[src/core/suspend_gate_defines.svh]
// Constants of the suspend command gate: opcodes, status bit positions, timing counts.
// Assumes a 100 MHz system clock; times are in ns.
`ifndef SUSPEND_GATE_DEFINES_SVH
`define SUSPEND_GATE_DEFINES_SVH

`define OPC_SUSPEND 8'h75
`define OPC_RESUME 8'h7A
`define OPC_LOCK_READ 8'h2D
`define OPC_RD_STATUS1 8'h05
`define OPC_RD_STATUS2 8'h35
`define OPC_RD_STATUS3 8'h15
`define OPC_RESET_ENABLE 8'h66
`define OPC_RESET_DEVICE 8'h99

// Opcode groups, used as case item lists
`define OPC_SINGLE_READS 8'h03, 8'h13, 8'h0B, 8'h0D, 8'h0C
`define OPC_DUAL_READS 8'h3B, 8'h3C, 8'hBB, 8'hBD, 8'hBC
`define OPC_QUAD_READS 8'h6B, 8'h6C, 8'hEB, 8'hED, 8'hEC, 8'hEE, 8'hE7
`define OPC_SETUP_ID_READS 8'h77, 8'hC0, 8'h90, 8'h92, 8'h94, 8'h9F, 8'h4B, 8'hAB, 8'h48, 8'h5A
`define OPC_PROTECT_READS 8'hA7, 8'hE2, 8'h3D, 8'hAA, 8'h27
`define OPC_PAGE_PROGRAMS 8'h02, 8'h12, 8'h32, 8'h34
`define OPC_AREA_ERASES 8'h20, 8'h21, 8'h52, 8'h5C, 8'hD8, 8'hDC

// Status word layout
`define SR_PROG_PAUSED_BIT 15
`define SR_ERASE_PAUSED_BIT 10
`define SR_WIP_BIT 0

// Lock register
`define LOCK_WIDTH 16
`define LOCK_MODE_MSB 2
`define LOCK_MODE_LSB 1

// Timing
`define MCLK_PERIOD_NS 10
`define PROG_PAUSE_LAT_NS 20000
`define ERASE_PAUSE_LAT_NS 20000
`define RESUME_WIP_MAX_NS 200
`define PROG_PAUSE_CYCLES ((`PROG_PAUSE_LAT_NS + `MCLK_PERIOD_NS - 1) / `MCLK_PERIOD_NS)
`define ERASE_PAUSE_CYCLES ((`ERASE_PAUSE_LAT_NS + `MCLK_PERIOD_NS - 1) / `MCLK_PERIOD_NS)
`define RESUME_WIP_CYCLES (`RESUME_WIP_MAX_NS / `MCLK_PERIOD_NS)

`endif

[src/core/suspend_gate_pkg.sv]
// Types of the suspend command gate.
// Assumes nothing beyond a SystemVerilog compiler.
package suspend_gate_pkg;

  typedef enum logic [2:0] {
    CLS_ANYTIME,
    CLS_COMMON,
    CLS_PROGRAM,
    CLS_ERASE,
    CLS_OTHER
  } op_class_t;

  typedef enum logic [2:0] {
    ST_RUN,
    ST_PROG_WAIT,
    ST_ERASE_WAIT,
    ST_PROG_HELD,
    ST_ERASE_HELD
  } pause_state_t;

  typedef enum logic [1:0] {
    FR_IDLE,
    FR_OPCODE,
    FR_DATA
  } frame_state_t;

endpackage

[src/core/pin_sync.sv]
// Two-flop synchroniser for a group of pin inputs.
// Assumes the pins are asynchronous to clk; ce freezes both stages.
`timescale 1ns/1ps
`default_nettype none
module pin_sync #(
  parameter int W = 1,
  parameter logic [W-1:0] RST_VAL = '0
) (
  // Clocking
  input wire logic clk,
  input wire logic rst,
  input wire logic ce,
  // Pins in, synchronised out
  input wire logic [W-1:0] din,
  output logic [W-1:0] dout
);

  logic [W-1:0] meta_reg;

  always_ff @(posedge clk or posedge rst)
  begin
    if (rst)
    begin
      meta_reg <= RST_VAL;
      dout <= RST_VAL;
    end
    else if (ce)
    begin
      meta_reg <= din;
      dout <= meta_reg;
    end
  end

endmodule
`default_nettype wire

[src/core/opcode_sorter.sv]
// Sorts an opcode into its acceptance class during a suspend.
// Purely combinational; the caller applies the class to its suspend state.
`timescale 1ns/1ps
`default_nettype none
`include "suspend_gate_defines.svh"
module opcode_sorter (
  // Opcode in
  input wire logic [7:0] opcode,
  // Class out
  output var suspend_gate_pkg::op_class_t op_class
);
  import suspend_gate_pkg::*;

  function automatic op_class_t classify(input logic [7:0] op);
    op_class_t c;
    c = CLS_OTHER;
    case (op)
      `OPC_RD_STATUS1, `OPC_RD_STATUS2, `OPC_RD_STATUS3,
      `OPC_RESET_ENABLE, `OPC_RESET_DEVICE:
        c = CLS_ANYTIME;
      `OPC_SINGLE_READS, `OPC_DUAL_READS, `OPC_QUAD_READS,
      `OPC_SETUP_ID_READS, `OPC_PROTECT_READS,
      `OPC_RESUME, `OPC_LOCK_READ:
        c = CLS_COMMON;
      `OPC_PAGE_PROGRAMS:
        c = CLS_PROGRAM;
      `OPC_AREA_ERASES:
        c = CLS_ERASE;
      default:
        c = CLS_OTHER;
    endcase
    return c;
  endfunction

  always_comb
  begin
    op_class = classify(opcode);
  end

endmodule
`default_nettype wire

[src/core/flash_suspend_cmd_gate.sv]
// Command gate of a serial flash while a program or erase is suspended.
// Assumes the pins come from an outside controller and the array engine runs on MCLK.
//
// What this block does
// Suspend opcode pauses a running page program or area erase.
// Program-paused flag is status bit 15, erase-paused flag is bit 10.
// General suspend commands wait out the pause latency after the suspend.
// Single-line reads are accepted in both suspend states.
// Dual-line reads are accepted in both suspend states.
// Quad-line reads and quad word read are accepted in both suspend states.
// Wrap, read-parameter, identification and table reads accepted in both states.
// Page programs accepted only while an erase is suspended.
// Area erases accepted only while a program is suspended.
// Resume and protection reads are accepted in both suspend states.
// Status reads and reset pair accepted right after suspend, no latency.
// Resume taken only with suspend flag one and write-in-progress zero.
// Otherwise resume is dropped without any effect.
// Resume clears suspend flag at once, raises write-in-progress within 200 ns.
// A 16-bit lock register holds the protection mode in bits 2 and 1.
// Host shifts the lock read opcode in on rising serial clock edges.
// Lock register goes out on falling edges, most significant bit first.
// Opcodes outside the suspend state's set are ignored.
`timescale 1ns/1ps
`default_nettype none
`include "suspend_gate_defines.svh"
module flash_suspend_cmd_gate #(
  parameter logic [15:0] PROG_PAUSE_CYC = 16'(`PROG_PAUSE_CYCLES),
  parameter logic [15:0] ERASE_PAUSE_CYC = 16'(`ERASE_PAUSE_CYCLES)
) (
  // Clock, reset, enable
  input wire logic MCLK,
  input wire logic RST,
  input wire logic CE,
  // Serial pins
  input wire logic SCLK,
  input wire logic CS_N,
  input wire logic SI,
  output logic SO,
  output logic SO_OE,
  // Array engine
  input wire logic ENGINE_BUSY,
  input wire logic ENGINE_ERASE,
  input wire logic [15:0] LOCK_OTP,
  output logic ENGINE_PAUSE,
  output logic ENGINE_RESUME,
  // Command hand-off
  output logic CMD_VALID,
  output logic CMD_IGNORED,
  output logic [7:0] CMD_OPCODE,
  // Status
  output logic WRITE_IN_PROGRESS,
  output logic SUSPEND_FLAG,
  output logic PROGRAM_PAUSED,
  output logic ERASE_PAUSED,
  output logic [1:0] PROTECT_MODE
);
  import suspend_gate_pkg::*;

  localparam int RESUME_WIP_CYC = `RESUME_WIP_CYCLES;

  // Pin sampling
  logic [2:0] pins_s;
  logic sclk_s;
  logic cs_n_s;
  logic si_s;

  pin_sync #(.W(3), .RST_VAL(3'b010)) u_pin_sync (
    .clk(MCLK),
    .rst(RST),
    .ce(CE),
    .din({SCLK, CS_N, SI}),
    .dout(pins_s)
  );

  assign sclk_s = pins_s[2];
  assign cs_n_s = pins_s[1];
  assign si_s = pins_s[0];

  // Frame state
  frame_state_t frame_reg, frame_next;
  logic sclk_d_reg, sclk_d_next;
  logic [2:0] bit_reg, bit_next;
  logic [6:0] shin_reg, shin_next;
  logic [15:0] out_reg, out_next;
  logic drive_reg, drive_next;
  logic so_next;
  logic so_oe_next;

  // Suspend state
  pause_state_t pause_reg, pause_next;
  logic [15:0] cnt_reg, cnt_next;
  logic wait_reg, wait_next;
  logic wip_next;
  logic susp_next;
  logic prog_next;
  logic erase_next;
  logic pause_pulse_next;
  logic resume_pulse_next;
  logic valid_next;
  logic ignored_next;
  logic [7:0] code_next;
  logic [15:0] lock_reg;
  logic [1:0] mode_next;

  // Decode of the opcode just completed
  logic rise;
  logic fall;
  logic op_done;
  logic [7:0] opcode;
  op_class_t op_class;
  logic allow;
  logic resume_ok;
  logic out_load;
  logic [15:0] out_val;
  logic [15:0] status_word;

  assign rise = sclk_s & ~sclk_d_reg;
  assign fall = ~sclk_s & sclk_d_reg;
  assign opcode = {shin_reg, si_s};
  assign op_done = ~cs_n_s & rise & (frame_reg != FR_DATA) & (bit_reg == 3'd7);

  opcode_sorter u_opcode_sorter (
    .opcode(opcode),
    .op_class(op_class)
  );

  // Acceptance and suspend sequencing
  always_comb
  begin
    pause_next = pause_reg;
    cnt_next = cnt_reg;
    pause_pulse_next = 1'b0;
    resume_pulse_next = 1'b0;
    valid_next = 1'b0;
    ignored_next = 1'b0;
    code_next = CMD_OPCODE;
    resume_ok = SUSPEND_FLAG & ~WRITE_IN_PROGRESS;
    case (pause_reg)
      ST_RUN:
        allow = 1'b1;
      ST_PROG_WAIT, ST_ERASE_WAIT:
        allow = (op_class == CLS_ANYTIME);
      ST_PROG_HELD:
        allow = (op_class == CLS_ANYTIME) || (op_class == CLS_COMMON) ||
          (op_class == CLS_ERASE);
      default:
        allow = (op_class == CLS_ANYTIME) || (op_class == CLS_COMMON) ||
          (op_class == CLS_PROGRAM);
    endcase
    if (pause_reg == ST_PROG_WAIT || pause_reg == ST_ERASE_WAIT)
    begin
      if (cnt_reg == 16'h0000)
      begin
        pause_next = (pause_reg == ST_PROG_WAIT) ? ST_PROG_HELD : ST_ERASE_HELD;
      end
      else
      begin
        cnt_next = cnt_reg - 16'h0001;
      end
    end
    if (op_done)
    begin
      code_next = opcode;
      if (opcode == `OPC_SUSPEND && pause_reg == ST_RUN && WRITE_IN_PROGRESS)
      begin
        pause_pulse_next = 1'b1;
        pause_next = ENGINE_ERASE ? ST_ERASE_WAIT : ST_PROG_WAIT;
        cnt_next = (ENGINE_ERASE ? ERASE_PAUSE_CYC : PROG_PAUSE_CYC) - 16'h0001;
      end
      else if (opcode == `OPC_SUSPEND)
      begin
        ignored_next = 1'b1;
      end
      else if (opcode == `OPC_RESUME)
      begin
        if (allow && resume_ok)
        begin
          resume_pulse_next = 1'b1;
          pause_next = ST_RUN;
        end
        else
        begin
          ignored_next = 1'b1;
        end
      end
      else if (allow)
      begin
        valid_next = 1'b1;
      end
      else
      begin
        ignored_next = 1'b1;
      end
    end
    prog_next = (pause_next == ST_PROG_HELD);
    erase_next = (pause_next == ST_ERASE_HELD);
    susp_next = prog_next | erase_next;
    wait_next = resume_pulse_next | (wait_reg & ~ENGINE_BUSY);
    wip_next = ENGINE_BUSY | wait_next;
    mode_next = lock_reg[`LOCK_MODE_MSB:`LOCK_MODE_LSB];
  end

  // Read data chosen when the opcode completes
  always_comb
  begin
    status_word = 16'h0000;
    status_word[`SR_PROG_PAUSED_BIT] = PROGRAM_PAUSED;
    status_word[`SR_ERASE_PAUSED_BIT] = ERASE_PAUSED;
    status_word[`SR_WIP_BIT] = WRITE_IN_PROGRESS;
    out_load = allow;
    out_val = 16'h0000;
    if (opcode == `OPC_LOCK_READ)
    begin
      out_val = lock_reg;
    end
    else if (opcode == `OPC_RD_STATUS1)
    begin
      out_val = {status_word[7:0], status_word[7:0]};
    end
    else if (opcode == `OPC_RD_STATUS2)
    begin
      out_val = {status_word[15:8], status_word[15:8]};
    end
    else if (opcode == `OPC_RD_STATUS3)
    begin
      out_val = 16'h0000;
    end
    else
    begin
      out_load = 1'b0;
    end
  end

  // Serial framing and shift-out
  always_comb
  begin
    frame_next = frame_reg;
    sclk_d_next = sclk_s;
    bit_next = bit_reg;
    shin_next = shin_reg;
    out_next = out_reg;
    drive_next = drive_reg;
    so_next = SO;
    so_oe_next = SO_OE;
    if (cs_n_s)
    begin
      frame_next = FR_IDLE;
      bit_next = 3'd0;
      drive_next = 1'b0;
      so_oe_next = 1'b0;
    end
    else if (frame_reg != FR_DATA)
    begin
      frame_next = FR_OPCODE;
      if (rise)
      begin
        shin_next = {shin_reg[5:0], si_s};
        bit_next = bit_reg + 3'd1;
        if (bit_reg == 3'd7)
        begin
          frame_next = FR_DATA;
          drive_next = out_load;
          out_next = out_val;
        end
      end
    end
    else if (fall && drive_reg)
    begin
      so_next = out_reg[15];
      so_oe_next = 1'b1;
      out_next = {out_reg[14:0], out_reg[15]};
    end
  end

  always_ff @(posedge MCLK or posedge RST)
  begin
    if (RST)
    begin
      frame_reg <= FR_IDLE;
      sclk_d_reg <= 1'b0;
      bit_reg <= 3'd0;
      shin_reg <= 7'h00;
      out_reg <= 16'h0000;
      drive_reg <= 1'b0;
      SO <= 1'b0;
      SO_OE <= 1'b0;
    end
    else if (CE)
    begin
      frame_reg <= frame_next;
      sclk_d_reg <= sclk_d_next;
      bit_reg <= bit_next;
      shin_reg <= shin_next;
      out_reg <= out_next;
      drive_reg <= drive_next;
      SO <= so_next;
      SO_OE <= so_oe_next;
    end
  end

  always_ff @(posedge MCLK or posedge RST)
  begin
    if (RST)
    begin
      pause_reg <= ST_RUN;
      cnt_reg <= 16'h0000;
      wait_reg <= 1'b0;
      lock_reg <= 16'h0000;
      WRITE_IN_PROGRESS <= 1'b0;
      SUSPEND_FLAG <= 1'b0;
      PROGRAM_PAUSED <= 1'b0;
      ERASE_PAUSED <= 1'b0;
      ENGINE_PAUSE <= 1'b0;
      ENGINE_RESUME <= 1'b0;
      CMD_VALID <= 1'b0;
      CMD_IGNORED <= 1'b0;
      CMD_OPCODE <= 8'h00;
      PROTECT_MODE <= 2'b00;
    end
    else if (CE)
    begin
      pause_reg <= pause_next;
      cnt_reg <= cnt_next;
      wait_reg <= wait_next;
      lock_reg <= LOCK_OTP;
      WRITE_IN_PROGRESS <= wip_next;
      SUSPEND_FLAG <= susp_next;
      PROGRAM_PAUSED <= prog_next;
      ERASE_PAUSED <= erase_next;
      ENGINE_PAUSE <= pause_pulse_next;
      ENGINE_RESUME <= resume_pulse_next;
      CMD_VALID <= valid_next;
      CMD_IGNORED <= ignored_next;
      CMD_OPCODE <= code_next;
      PROTECT_MODE <= mode_next;
    end
  end

  // Checks
  a_flags_track_state: assert property (@(posedge MCLK) disable iff (RST)
    (PROGRAM_PAUSED == (pause_reg == ST_PROG_HELD)) &&
    (ERASE_PAUSED == (pause_reg == ST_ERASE_HELD)) &&
    (SUSPEND_FLAG == (PROGRAM_PAUSED || ERASE_PAUSED)))
    else $error("suspend flags disagree with suspend state");

  a_wait_blocks_common: assert property (@(posedge MCLK) disable iff (RST || !CE)
    (op_done && (pause_reg == ST_PROG_WAIT || pause_reg == ST_ERASE_WAIT) &&
    op_class != CLS_ANYTIME) |=> (!CMD_VALID && !ENGINE_RESUME))
    else $error("command taken before pause latency elapsed");

  a_anytime_passes: assert property (@(posedge MCLK) disable iff (RST || !CE)
    (op_done && pause_reg != ST_RUN && op_class == CLS_ANYTIME) |=> CMD_VALID)
    else $error("status or reset opcode not taken during suspend");

  a_common_passes: assert property (@(posedge MCLK) disable iff (RST || !CE)
    (op_done && (pause_reg == ST_PROG_HELD || pause_reg == ST_ERASE_HELD) &&
    op_class == CLS_COMMON && opcode != `OPC_RESUME) |=> (CMD_VALID && !CMD_IGNORED))
    else $error("read opcode not taken while suspended");

  a_prog_held_rejects: assert property (@(posedge MCLK) disable iff (RST || !CE)
    (op_done && pause_reg == ST_PROG_HELD && op_class == CLS_PROGRAM) |=>
    (CMD_IGNORED && !CMD_VALID))
    else $error("page program taken while program suspended");

  a_erase_held_rejects: assert property (@(posedge MCLK) disable iff (RST || !CE)
    (op_done && pause_reg == ST_ERASE_HELD && op_class == CLS_ERASE) |=>
    (CMD_IGNORED && !CMD_VALID))
    else $error("erase taken while erase suspended");

  a_resume_dropped: assert property (@(posedge MCLK) disable iff (RST || !CE)
    (op_done && opcode == `OPC_RESUME && (!SUSPEND_FLAG || WRITE_IN_PROGRESS)) |=>
    (!ENGINE_RESUME && CMD_IGNORED && (SUSPEND_FLAG || !$past(SUSPEND_FLAG))))
    else $error("resume acted without suspend or while busy");

  a_resume_effect: assert property (@(posedge MCLK) disable iff (RST || !CE)
    (op_done && opcode == `OPC_RESUME && SUSPEND_FLAG && !WRITE_IN_PROGRESS) |=>
    (ENGINE_RESUME && !SUSPEND_FLAG && WRITE_IN_PROGRESS))
    else $error("resume did not clear suspend and raise busy");

  a_resume_wip_time: assert property (@(posedge MCLK) disable iff (RST)
    $rose(ENGINE_RESUME) |-> ##[0:RESUME_WIP_CYC] WRITE_IN_PROGRESS)
    else $error("write in progress late after resume");

  a_lock_msb_first: assert property (@(posedge MCLK) disable iff (RST || !CE)
    (frame_reg == FR_DATA && !cs_n_s && fall && drive_reg) |=>
    (SO == $past(out_reg[15]) && SO_OE))
    else $error("shift-out bit order wrong");

endmodule
`default_nettype wire

[config.mk]
export PLATFORM = sky130hd
export DESIGN_NAME = flash_suspend_cmd_gate
export DESIGN_NICKNAME = d
export VERILOG_FILES = /design/src/core/suspend_gate_pkg.sv /design/src/core/pin_sync.sv /design/src/core/opcode_sorter.sv /design/src/core/flash_suspend_cmd_gate.sv
export VERILOG_INCLUDE_DIRS = /design/src /design/src/core
export SDC_FILE = /design/constraint.sdc
export NUM_CORES = 1
export LEC_CHECK = 0
export CAP_MARGIN = 0
export CELL_PAD_IN_SITES_DETAIL_PLACEMENT = 0
export CELL_PAD_IN_SITES_GLOBAL_PLACEMENT = 1
export CORE_MARGIN = 8
export CORE_UTILIZATION = 43
export CTS_CLUSTER_DIAMETER = 40
export CTS_CLUSTER_SIZE = 40
export DETAILED_ROUTE_END_ITERATION = 10
export DONT_BUFFER_PORTS = 1
export PLACE_DENSITY = 0.78
export SYNTH_ARGS = -nofsm -noshare
export SYNTH_HDL_FRONTEND = slang
export SYNTH_SLANG_ARGS = --single-unit
[constraint.sdc]
create_clock -name MCLK -period 4.95 [get_ports MCLK]
set_input_delay 0.495 -clock MCLK [delete_from_list [all_inputs] [get_ports MCLK]]
set_output_delay 0.495 -clock MCLK [all_outputs]
set_load 0.01 [all_outputs]
Word level (Yosys, flattened, before mapping). Cells that the tools add are included.

Memories kept: 0. Bits in writable memories: 0. Bits in read-only memories: 0. Flip-flop bits (word level): 92. Latch bits: 0.

Muxes and demuxes: 58. Bitwise gates (word level): 16. Eq/ne operators: 63. Div/mod/pow operators: 0. Shift operators: 0. Reduce and logical (&&, ||, !) cells: 29. Multipliers: 0. Add/sub/neg operators: 2. Magnitude comparators: 0.

Operators by type and width (count): two-way mux 16 bit (11); equality test 8 bit, second input constant (20); equality test 8 x 7 -> 1 bit, second input constant (11); equality test 8 x 6 -> 1 bit, second input constant (10); OR reduction 34 bit (1); two-way mux 3 bit (11); two-way mux 1 bit (29); equality test 8 x 4 -> 1 bit, second input constant (3); equality test 8 x 5 -> 1 bit, second input constant (3); equality test 8 x 2 -> 1 bit, second input constant (2); zero test 16 bit (1); subtractor 16 x 1 -> 16 bit, second input constant (1); equality test 3 x 2 -> 1 bit, second input constant (5); case mux 3 bit (4 select lines) (1); AND reduction 4 bit (3); two-way mux 2 bit (5); nonzero test 2 bit (5); equality test 8 x 3 -> 1 bit, second input constant (1); AND 1 bit (7); equality test 3 x 1 -> 1 bit, second input constant (2); equality test 3 bit, second input constant (2); zero test 3 bit (2); inverter 1 bit (6); AND reduction 3 bit (2); other kinds (13) (24).

Logic depth before layout (Yosys ltp). Gate-level depths: netlist of the first run.

Depth in word-level cells: 15. Mapped depth: 10. Mapped depth without buffers: 9.

Hierarchy. A second synthesis of the first run with hierarchy kept.

Cells, all modules: 465. Area total of the unflattened synthesis: 4867.2 µm².

By module, submodules not included: flash_suspend_cmd_gate (instances 1, cells each 372, area each 4083.9 µm²); opcode_sorter (instances 1, cells each 79, area each 525.5 µm²); pin_sync (instances 1, cells each 14, area each 257.7 µm²).

Worst setup path after synthesis of the first run. Ideal clock, no wire load.

Path kind: register -> register. Start point: register cnt_reg[0]. End point: register cnt_reg[13]. Library setup time: 0.129 ns. Path slack: 2.961 ns. Data arrival time: 1.861 ns. Period minus slack after synthesis: 1.989 ns. Cell stages (with the launch flop): 11. Path through: dfrtp_1 > inv_1 > ha_1 > nor4b_1 > nand4_1 > and4_1 > buf_2 > and2b_1 > nand2_1 > xor2_1 > nor2_1.

Longest elaborated chain between the ends: 5. Elaborated cells between the ends (all ways): 6. Those cells by class: 1 x add/sub; 4 x mux; 1 x reduce/logical.

RTL lines: start, declared (line flash_suspend_cmd_gate.sv:91) `logic [15:0] cnt_reg, cnt_next;`; start signal, assigned (line flash_suspend_cmd_gate.sv:323) `cnt_reg <= cnt_next;`; subtractor 16 x 1 -> 16 bit or zero test 16 bit (tied branches) (line flash_suspend_cmd_gate.sv:158, flash_suspend_cmd_gate.sv:152); two-way mux 16 bit * (line flash_suspend_cmd_gate.sv:152) `if (cnt_reg == 16'h0000)`; two-way mux 16 bit * (line flash_suspend_cmd_gate.sv:150) `if (pause_reg == ST_PROG_WAIT || pause_reg == ST_ERASE_WAIT)`; two-way mux 16 bit (line flash_suspend_cmd_gate.sv:164) `` if (opcode == `OPC_SUSPEND && pause_reg == ST_RUN && WRITE_IN_PROGRESS) ``; two-way mux 16 bit * (line flash_suspend_cmd_gate.sv:161) `if (op_done)`.

Every way passes the cells marked *; elsewhere a longest branch is shown, timed or not. A chain may end at the register's enable or synchronous reset.

Worst setup path in the final report of the first run.
Start point: register frame_reg[1]. End point: register out_reg[13].

Longest elaborated chain between the ends: 3. Elaborated cells between the ends (all ways): 6. Those cells by class: 3 x eq/ne; 1 x mux; 2 x reduce/logical.

RTL lines: start, declared (line flash_suspend_cmd_gate.sv:80) `frame_state_t frame_reg, frame_next;`; start signal, assigned (line flash_suspend_cmd_gate.sv:290) `frame_reg <= frame_next;`; inequality test 2 bit * (line flash_suspend_cmd_gate.sv:252) `else if (frame_reg != FR_DATA)`; inequality test 2 x 1 -> 1 bit (no line) (tied with other cells); AND reduction 5 bit (no line); end signal, assigned (line flash_suspend_cmd_gate.sv:294) `out_reg <= out_next;`; end, declared (line flash_suspend_cmd_gate.sv:84) `logic [15:0] out_reg, out_next;`.

Marks and branches as above.

==> summary.md, run 1 <==
| Metric | Value |
|---|---|
| Layout cell share with drive strength beyond 1 | `0.1227` |
| Hold/Removal Path Class | `in2async` |
| Synth unique cells | `59` |
| Fmax | `338.0 MHz` |
| Reg power frac | `0.522` |
| RSZ-0062 raised after global routing | `no` |
| Post-cts resize count | `0` |
| CP Capture Type | `flip-flop` |
| Largest net degree at the start of global routing | `51` |
| Drt via density | `5.604` |
| Leakage power | `2.063 nW` |
| Number of hold buffers added after cts | `0` |
| GR Util All Layers | `0.1515` |
| Drt first pass iters | `4` |
| VDD IR-drop max | `0.0002136 V` |
| Slew Viols, Final | `0` |
| Detailed placement HPWL | `7.384 mm` |
| Most common cell after layout, fill and taps aside | `dfrtp_1` |
| Dpl ws | `1.995 ns` |
| Final wirelength | `10.52 mm` |
| Ys async rst share | `1.000` |
| #FFs+latches synth | `92` |
| Fillers | `1037` |
| CP max-delay cell | `nor4_2` |
| Finish-stage setup viols | `0` |
| Num ports | `44` |
| Pint | `1.372 mW` |
| Worst path max stage delay | `0.88 ns` |
| Nets | `505` |
| First-pass GRT wire length | `17.82 mm` |
| Arrival time worst endpoint | `3.25 ns` |
| Post-Synthesis Cells | `498` |
| Die height | `120.7 um` |
| Sw frac | `0.3718` |
| Clk root buf | `clkbuf_8` |
| Vias | `3480` |
| Placer Congestion | `0.8445` |
| WL/cell | `16.94 um` |
| Sequential cell area | `0.002305 mm2` |
| CP Class | `reg2reg` |
| Port Buffers | `0` |
| Grt total ovfl | `0` |
| Synthesized net count | `525` |
| CTS tree | `done` |
| Post-CTS Repair Setup Buffers | `0` |
| Clk sinks | `92` |
| Area of the multi-input gates | `0.002223 mm2` |
| CP startpoint kind | `flip-flop` |
| Reg clk slew, reported paths | `0.09 ns` |
| Avg Synthesized Cell Area | `9.467 um2` |
| Cell Area, Synth | `0.004715 mm2` |
| Core area | `0.01079 mm2` |
| # Max-Cap Violations | `0` |
| Setup TNS Final | `0 ns` |
| Power Dens Cells | `442.9 mW/mm2` |
| Overall Power | `2.185 mW` |
| Slew @ Worst Pin | `1.076 ns` |
| Comb pwr share | `0.257` |
| Psw | `0.8124 mW` |
| Worst-case clock buffer depth | `2` |
| Antenna cells | `0` |
| Max FO, Critical Path | `20` |
| Clock network power share | `0.222` |
| 1st-iter DRT viols | `160` |
| Top sig layer | `met4` |
| Fin. Hold Viols | `0` |
| DRT antenna net count | `0` |
| Post-layout min period | `2.959 ns` |
| Sequential share of the synthesized area | `0.4889` |
| Most frequent cells in the layout | `dfrtp_1, nand2_1, nor2_1` |
| Vias in the first global route | `3487` |
| Clock buffer count from CTS | `9` |
| Required time worst endpoint | `5.24 ns` |
| CP Cell Sequence | `nor2b_1, nor4_2, and2_1, or2_1, nor2_1, a31oi_1` |
| Worst setup margin | `1.991 ns` |
| P&R area growth vs syn | `4.644%` |
| Htree depth | `3` |
| Warnings, synthesis | `0` |
| Period utilization | `0.5978` |
| Clk_lat worst skew | `0.37 ns` |
| Top FF cell, synth | `dfrtp_1` |
| FP Rows | `38` |
| Met2 wire len | `4.813 mm` |
| Die Width | `120.7 um` |
| Setup Skew | `0.01402 ns` |
| WL met1 | `4.898 mm` |
| Drt drc | `0` |
| Die footprint | `0.01457 mm2` |
| EDFF count, synth | `0` |
| Initial core utilization | `0.4368` |
| Routed wl met3 | `644 um` |
| Initial antenna violation count | `0` |
| Outcome | `finished, final reports clean` |
| Slew headroom | `0.2814` |
## cells by family (layout without fill, tap and decap cells)
| group | after synthesis | in the layout | synth area share |
|---|---|---|---|
| adders and majority gates | 3 | 3 | 0.007963 |
| buffers and inverters | 43 | 26 | 0.03954 |
| AOI/OAI and AO/OA | 84 | 84 | 0.1131 |
| muxes | 31 | 31 | 0.07404 |
| DFF | 92 | 92 | 0.4889 |
| and+or+nand+nor | 232 | 232 | 0.2524 |
| xor gates and xnor gates | 13 | 13 | 0.02415 |
## synthesized netlist by cell type (4+ instances only)
cell type,count,share of area
nand3_1,20,0.021
o21ai_1,9,0.0096
inv_1,10,0.0080
buf_2,17,0.018
a31oi_1,16,0.021
clkbuf_1,11,0.0088
xnor2_1,10,0.019
and2b_1,4,0.0064
nand4_1,5,0.0066
nor4_1,9,0.012
nor2_1,45,0.036
nand2b_1,13,0.017
nor2b_1,6,0.0080
nand2_1,84,0.067
or3_1,4,0.0053
mux2_2,31,0.074
nand4b_1,4,0.0074
a21oi_1,11,0.012
o21ai_0,23,0.024
nor3_1,10,0.011
dfrtp_1,90,0.48
nand3b_1,4,0.0064
## worst max-delay path, delay by kind of cell (launching register included)
kind             cells  cell delay [ns]
AND/OR/NAND/NOR      5             2.30
flip-flops           1             0.41
AO/OA/AOI/OAI        1             0.17
## worst paths after layout
check	start	endpoint	slack, ns	cells after the start
worst max-delay path	frame_reg[1]$_DFFE_PP0P_	out_reg[13]$_DFFE_PP0P_	1.99	6
worst min-delay path	RST	CMD_OPCODE[0]$_DFFE_PP0P_	0.12	1
worst max register to register	frame_reg[1]$_DFFE_PP0P_	out_reg[13]$_DFFE_PP0P_	1.99	6
worst min register to register	out_reg[7]$_DFFE_PP0P_	out_reg[7]$_DFFE_PP0P_	0.49	2
max in group asynchronous	RST	out_reg[9]$_DFFE_PP0P_	3.76	2
min in group MCLK	CE	WRITE_IN_PROGRESS$_DFFE_PP0P_	0.22	1
## metrics by stage
stage / utilization / std cells / hold WS (ns) / instance area, um2
final: 0.4571 / 621 / 0.1187 / 4933
after detailed placement: 0.4404 / 607 / 0.4716 / 4753
after global placement: 0.4404 / 607 / 0.4591 / 4753
after global routing: 0.4571 / 621 / 0.1835 / 4933
after CTS: 0.4571 / 621 / 0.1476 / 4933
after floorplan: - / 498 / 0.4455 / 4715
## power by group through the flow
stage / logic (mW) / clock network [mW] / registers [mW]
final: 0.561 / 0.484 / 1.14
after global routing: 0.633 / 0.527 / 1.17
after CTS: 0.562 / 0.497 / 1.13
after detailed placement: 0.558 / 0 / 1.15
after global placement: 0.546 / 0 / 1.14
after floorplan: 0.581 / 0 / 0.992
## layout make-up
type                       instances  share of cell area
sequential                        92              0.4672
multi-input combinational        363              0.4507
clock inverter                     4             0.01065
timing repair buffer               1            0.001522
inverter                          11            0.008623
clock buffer                      10             0.02587
tap                              140             0.03551
## per-layer routing
| metal | vias up | GRT usage |
|---|---|---|
| li1 | 1705 | - |
| met1 | 1692 | 0.2020 |
| met2 | 73 | 0.2268 |
| met3 | 10 | 0.04802 |
| met4 | 0 | 0.05308 |
| met5 | - | 0 |
Note: power is estimated with default switching activity, not from simulation.
==> inputs of run 2 (changes only) <==
--- a/config.mk
+++ b/config.mk
@@ -6,6 +6,7 @@
 export SDC_FILE = /design/constraint.sdc
 export NUM_CORES = 1
 export LEC_CHECK = 0
+export ABC_AREA = 1
 export CAP_MARGIN = 0
 export CELL_PAD_IN_SITES_DETAIL_PLACEMENT = 0
 export CELL_PAD_IN_SITES_GLOBAL_PLACEMENT = 1
@@ -15,7 +16,7 @@
 export CTS_CLUSTER_SIZE = 40
 export DETAILED_ROUTE_END_ITERATION = 10
 export DONT_BUFFER_PORTS = 1
-export PLACE_DENSITY = 0.78
+export PLACE_DENSITY = 0.81
 export SYNTH_ARGS = -nofsm -noshare
 export SYNTH_HDL_FRONTEND = slang
 export SYNTH_SLANG_ARGS = --single-unit
==> constraint.sdc (replaced) <==
create_clock -name MCLK -period 2.9 [get_ports MCLK]
set_input_delay 0.29 -clock MCLK [delete_from_list [all_inputs] [get_ports MCLK]]
set_output_delay 0.29 -clock MCLK [all_outputs]
set_load 0.01 [all_outputs]
==> run 2 against run 1 <==
Highest routed layer unchanged; clock skew is 0.0070 ns lower; non-clock buffer count is 7 higher; global-route usage is 1.1 points higher; utilization is 1.1 points higher; synthesized cell count is 23% higher; clock-buffer cell count fell by 1; clock power is 75% higher; largest power group unchanged; sequential power increased by 47%; first-iteration DRC count is 120% higher; critical endpoint is now cnt_reg[8]$_DFFE_PP0P_.
==> summary.md, run 2 <==
| Metric | Value |
|---|---|
| Core area | `0.01070 mm2 (-0.88%)` |
| Avg Synthesized Cell Area | `7.552 um2 (-20%)` |
| Htree depth | `3 (unchanged)` |
| Post-Synthesis Cells | `615 (+23%)` |
| Max FO, Critical Path | `5 (-75%)` |
| VDD IR-drop max | `0.0003574 V (+67%)` |
| Final wirelength | `11.38 mm (+8.2%)` |
| Routed wl met3 | `544 um (-16%)` |
| Design area | `0.005006 mm2 (+1.5%)` |
| Most common cell after layout, fill and taps aside | `nand2_1` |
| Top FF cell, synth | `dfrtp_1` |
| Outcome | `finished, final reports clean` |
| Setup TNS Final | `0 ns (unchanged)` |
| Sw frac | `0.3671 (-0.004724)` |
| Pint | `2.111 mW (+54%)` |
| Worst path max stage delay | `0.40 ns (-0.48 ns)` |
| Hold/Removal Path Class | `in2reg` |
| FP Rows | `38 (unchanged)` |
| Slew @ Worst Pin | `0.8957 ns (-0.1800 ns)` |
| Slew headroom | `0.4006 (+0.1193)` |
| Required time worst endpoint | `3.15 ns (-2.09 ns)` |
| Vias | `3968 (+14%)` |
| Overall Power | `3.336 mW (+53%)` |
| Clock buffer count from CTS | `9 (unchanged)` |
| EDFF count, synth | `0 (unchanged)` |
| Detailed placement HPWL | `8.335 mm (+13%)` |
| Psw | `1.225 mW (+51%)` |
| CP Cell Sequence | `inv_1, ha_1, inv_1, nor2_1, inv_1, nor4_1, nand4_1, nand2_1, inv_1, nand2_1, inv_1, nand2_1, nor2_1, nand3_1, nor3_1, xor2_1, or2_2` |
| Reg power frac | `0.503 (-0.019)` |
| Drt via density | `5.207 (-7.1%)` |
| Vias in the first global route | `3873 (+11%)` |
| Layout cell share with drive strength beyond 1 | `0.06752 (-0.05514)` |
| Sequential share of the synthesized area | `0.4962 (+0.007375)` |
| P&R area growth vs syn | `7.786%` |
| Die Width | `119.9 um (-0.65%)` |
| Drt first pass iters | `7 (+3)` |
| Post-cts resize count | `0 (unchanged)` |
| Fin. Hold Viols | `0 (unchanged)` |
| Grt total ovfl | `0 (unchanged)` |
| Most frequent cells in the layout | `nand2_1, dfrtp_1, nor2_1` |
| Non-filler instance count after layout | `762 (+23%)` |
| # Max-Cap Violations | `0 (unchanged)` |
| CP Buf/Inv Count | `5 (+5)` |
| Initial core utilization | `0.4342 (-0.002667)` |
| Post-synth top area cell | `dfrtp_1` |
| RSZ-0062 raised after global routing | `no` |
| Post-CTS Repair Setup Buffers | `0 (unchanged)` |
| Clock network power share | `0.254 (+0.032)` |
| Clk root buf | `clkbuf_8` |
| CP startpoint kind | `flip-flop` |
| Post-layout min period | `2.549 ns (-0.4096 ns)` |
| Die height | `119.9 um (-0.65%)` |
| GR Util All Layers | `0.1621 (+0.01060)` |
| Synthesized net count | `642 (+22%)` |
| Sequential cell area | `0.002305 mm2 (unchanged)` |
| Setup Skew | `0.006998 ns (-0.007019 ns)` |
| WL/cell | `14.94 um (-12%)` |
| Drt drc | `0 (unchanged)` |
| Initial antenna violation count | `0 (unchanged)` |
| CP max-delay cell | `dfrtp_1` |
| Leakage power | `2.514 nW (+22%)` |
| Port Buffers | `0 (unchanged)` |
| Met2 wire len | `5.008 mm (+4.1%)` |
| CP Capture Type | `flip-flop` |
| DRT antenna net count | `0 (unchanged)` |
| Placer Congestion | `0.9547 (+13%)` |
| Antenna cells | `0 (unchanged)` |
| Warnings, synthesis | `0 (unchanged)` |
| First-pass GRT wire length | `19.07 mm (+7.0%)` |
| 1st-iter DRT viols | `348 (+120%)` |
| Comb pwr share | `0.243 (-0.014)` |
| Synth unique cells | `35 (-41%)` |
| Fmax | `392.3 MHz (+16%)` |
| Placed instance count | `746 (+23%)` |
| Area of the multi-input gates | `0.002028 mm2 (-8.8%)` |
| WL met1 | `5.715 mm (+17%)` |
| Nets | `645 (+28%)` |
| Synth cell count leaders | `nand2_1, dfrtp_1, nor2_1` |
| #FFs+latches synth | `92 (unchanged)` |
| Num ports | `44 (unchanged)` |
| Share of the synthesized area in the top cell type | `0.4849 (+0.007207)` |
| Cell repeated most along the worst path | `inv_1` |
| Reg clk slew, reported paths | `0.09 ns (about the same)` |
| Fillers | `1094 (+5.5%)` |
| Power Dens Cells | `666.3 mW/mm2 (+50%)` |
| Top Family by Delay on Critical Path | `simple AND/OR/NAND/NOR gates` |
| Cell Area, Synth | `0.004644 mm2 (-1.5%)` |
| Most numerous cell in the Yosys netlist | `nand2_1` |
| Number of hold buffers added after cts | `1 (+1)` |
| Clk sinks | `92 (unchanged)` |
| Worst-case clock buffer depth | `2 (unchanged)` |
| Top cells by area, synth | `dfrtp_1, nand2_1, nor2_1, o21ai_0, inv_1` |
| Die footprint | `0.01438 mm2 (-1.3%)` |
| Finish-stage setup viols | `0 (unchanged)` |
| Period utilization | `0.8791 (+0.2813)` |
| Largest net degree at the start of global routing | `56 (+9.8%)` |
| Post-Place Cell Area | `0.004807 mm2 (+1.1%)` |
| CTS tree | `done` |
| Top sig layer | `met4` |
| Arrival time worst endpoint | `2.80 ns (-0.45 ns)` |
| Slew Viols, Final | `0 (unchanged)` |
| Clk_lat worst skew | `0.36 ns (about the same)` |
| CP Class | `reg2reg` |
| Ys async rst share | `1.000 (unchanged)` |
[run 2: cell count changes after synthesis, sizes merged, moves of 17 or more]
| cell | previous run | this run |
|---|---|---|
| mux2 | 31 | 2 |
| inv | 11 | 62 |
| nand3 | 20 | 39 |
| buf | 21 | 4 |
| o21ai | 32 | 53 |
| nand2 | 84 | 197 |
| nor2 | 45 | 78 |
[run 2: stage by stage]
stage | util | hold WS (ns) | worst slack [ns]
3_3_place_gp | 0.4494 | 0.3149 | 0.3986
4_1_cts | 0.4680 | 0.002035 | 0.3471
6_report | 0.4680 | 0.02779 | 0.3507
5_1_grt | 0.4680 | 0.01555 | 0.04969
3_5_place_dp | 0.4494 | 0.3210 | 0.3771
2_1_floorplan | - | 0.3862 | 0.2213
[run 2: per-layer routing]
metal | vias to the layer above | global-route usage
li1 | 1994 | -
met1 | 1872 | 0.2259
met2 | 93 | 0.2487
met3 | 9 | 0.03147
met4 | 0 | 0.05152
met5 | - | 0
[run 2: logic make-up after synthesis]
logic type                 count (synthesis)  synth area share
DFF                                       92            0.4962
muxes                                      2          0.004849
xor gates and xnor gates                   3          0.005658
adders and majority gates                  3          0.008083
and+or+nand+nor                          337            0.3012
AOI/OAI and AO/OA                         97            0.1169
buffers and inverters                     81           0.06708
[run 2: final timing paths]
| check | start | end | slack (ns) | cells past startpoint |
|---|---|---|---|---|
| worst max-delay path | cnt_reg[0]$_DFFE_PP0P_ | cnt_reg[8]$_DFFE_PP0P_ | 0.35 | 17 |
| worst min-delay path | CS_N | u_pin_sync.meta_reg[1]$_DFFE_PP1P_ | 0.03 | 2 |
| worst max register to register | cnt_reg[0]$_DFFE_PP0P_ | cnt_reg[8]$_DFFE_PP0P_ | 0.35 | 17 |
| worst min register to register | u_pin_sync.meta_reg[2]$_DFFE_PP0P_ | u_pin_sync.meta_reg[2]$_DFFE_PP0P_ | 0.48 | 2 |
| max in group asynchronous | RST | out_reg[6]$_DFFE_PP0P_ | 1.63 | 3 |
| min in group asynchronous | RST | PROTECT_MODE[1]$_DFFE_PP0P_ | 0.51 | 2 |
[run 2: final cells by class]
type | count | share of cell area
Tap cell | 140 | 0.03499
Multi-Input combinational cell | 442 | 0.4051
Clock buffer | 9 | 0.02474
Inverter | 65 | 0.04924
Timing Repair Buffer | 8 | 0.01250
Clock inverter | 6 | 0.01300
Sequential cell | 92 | 0.4604
[run 2: worst reg2reg max path: cells and delay by family, from the launching register on]
kind | cells | cell delay (ns)
flops | 1 | 0.40
fa+ha+maj | 1 | 0.15
simple gates | 10 | 1.37
buf+inv | 5 | 0.37
xor+xnor | 1 | 0.14
[run 2: power by group through the flow]
stage | logic (mW) | registers, mW | clock network [mW]
2_1_floorplan | 0.649 | 1.63 | 0
3_5_place_dp | 0.800 | 1.70 | 0
6_report | 0.810 | 1.68 | 0.848
5_1_grt | 0.939 | 1.71 | 0.914
4_1_cts | 0.805 | 1.67 | 0.887
3_3_place_gp | 0.802 | 1.69 | 0
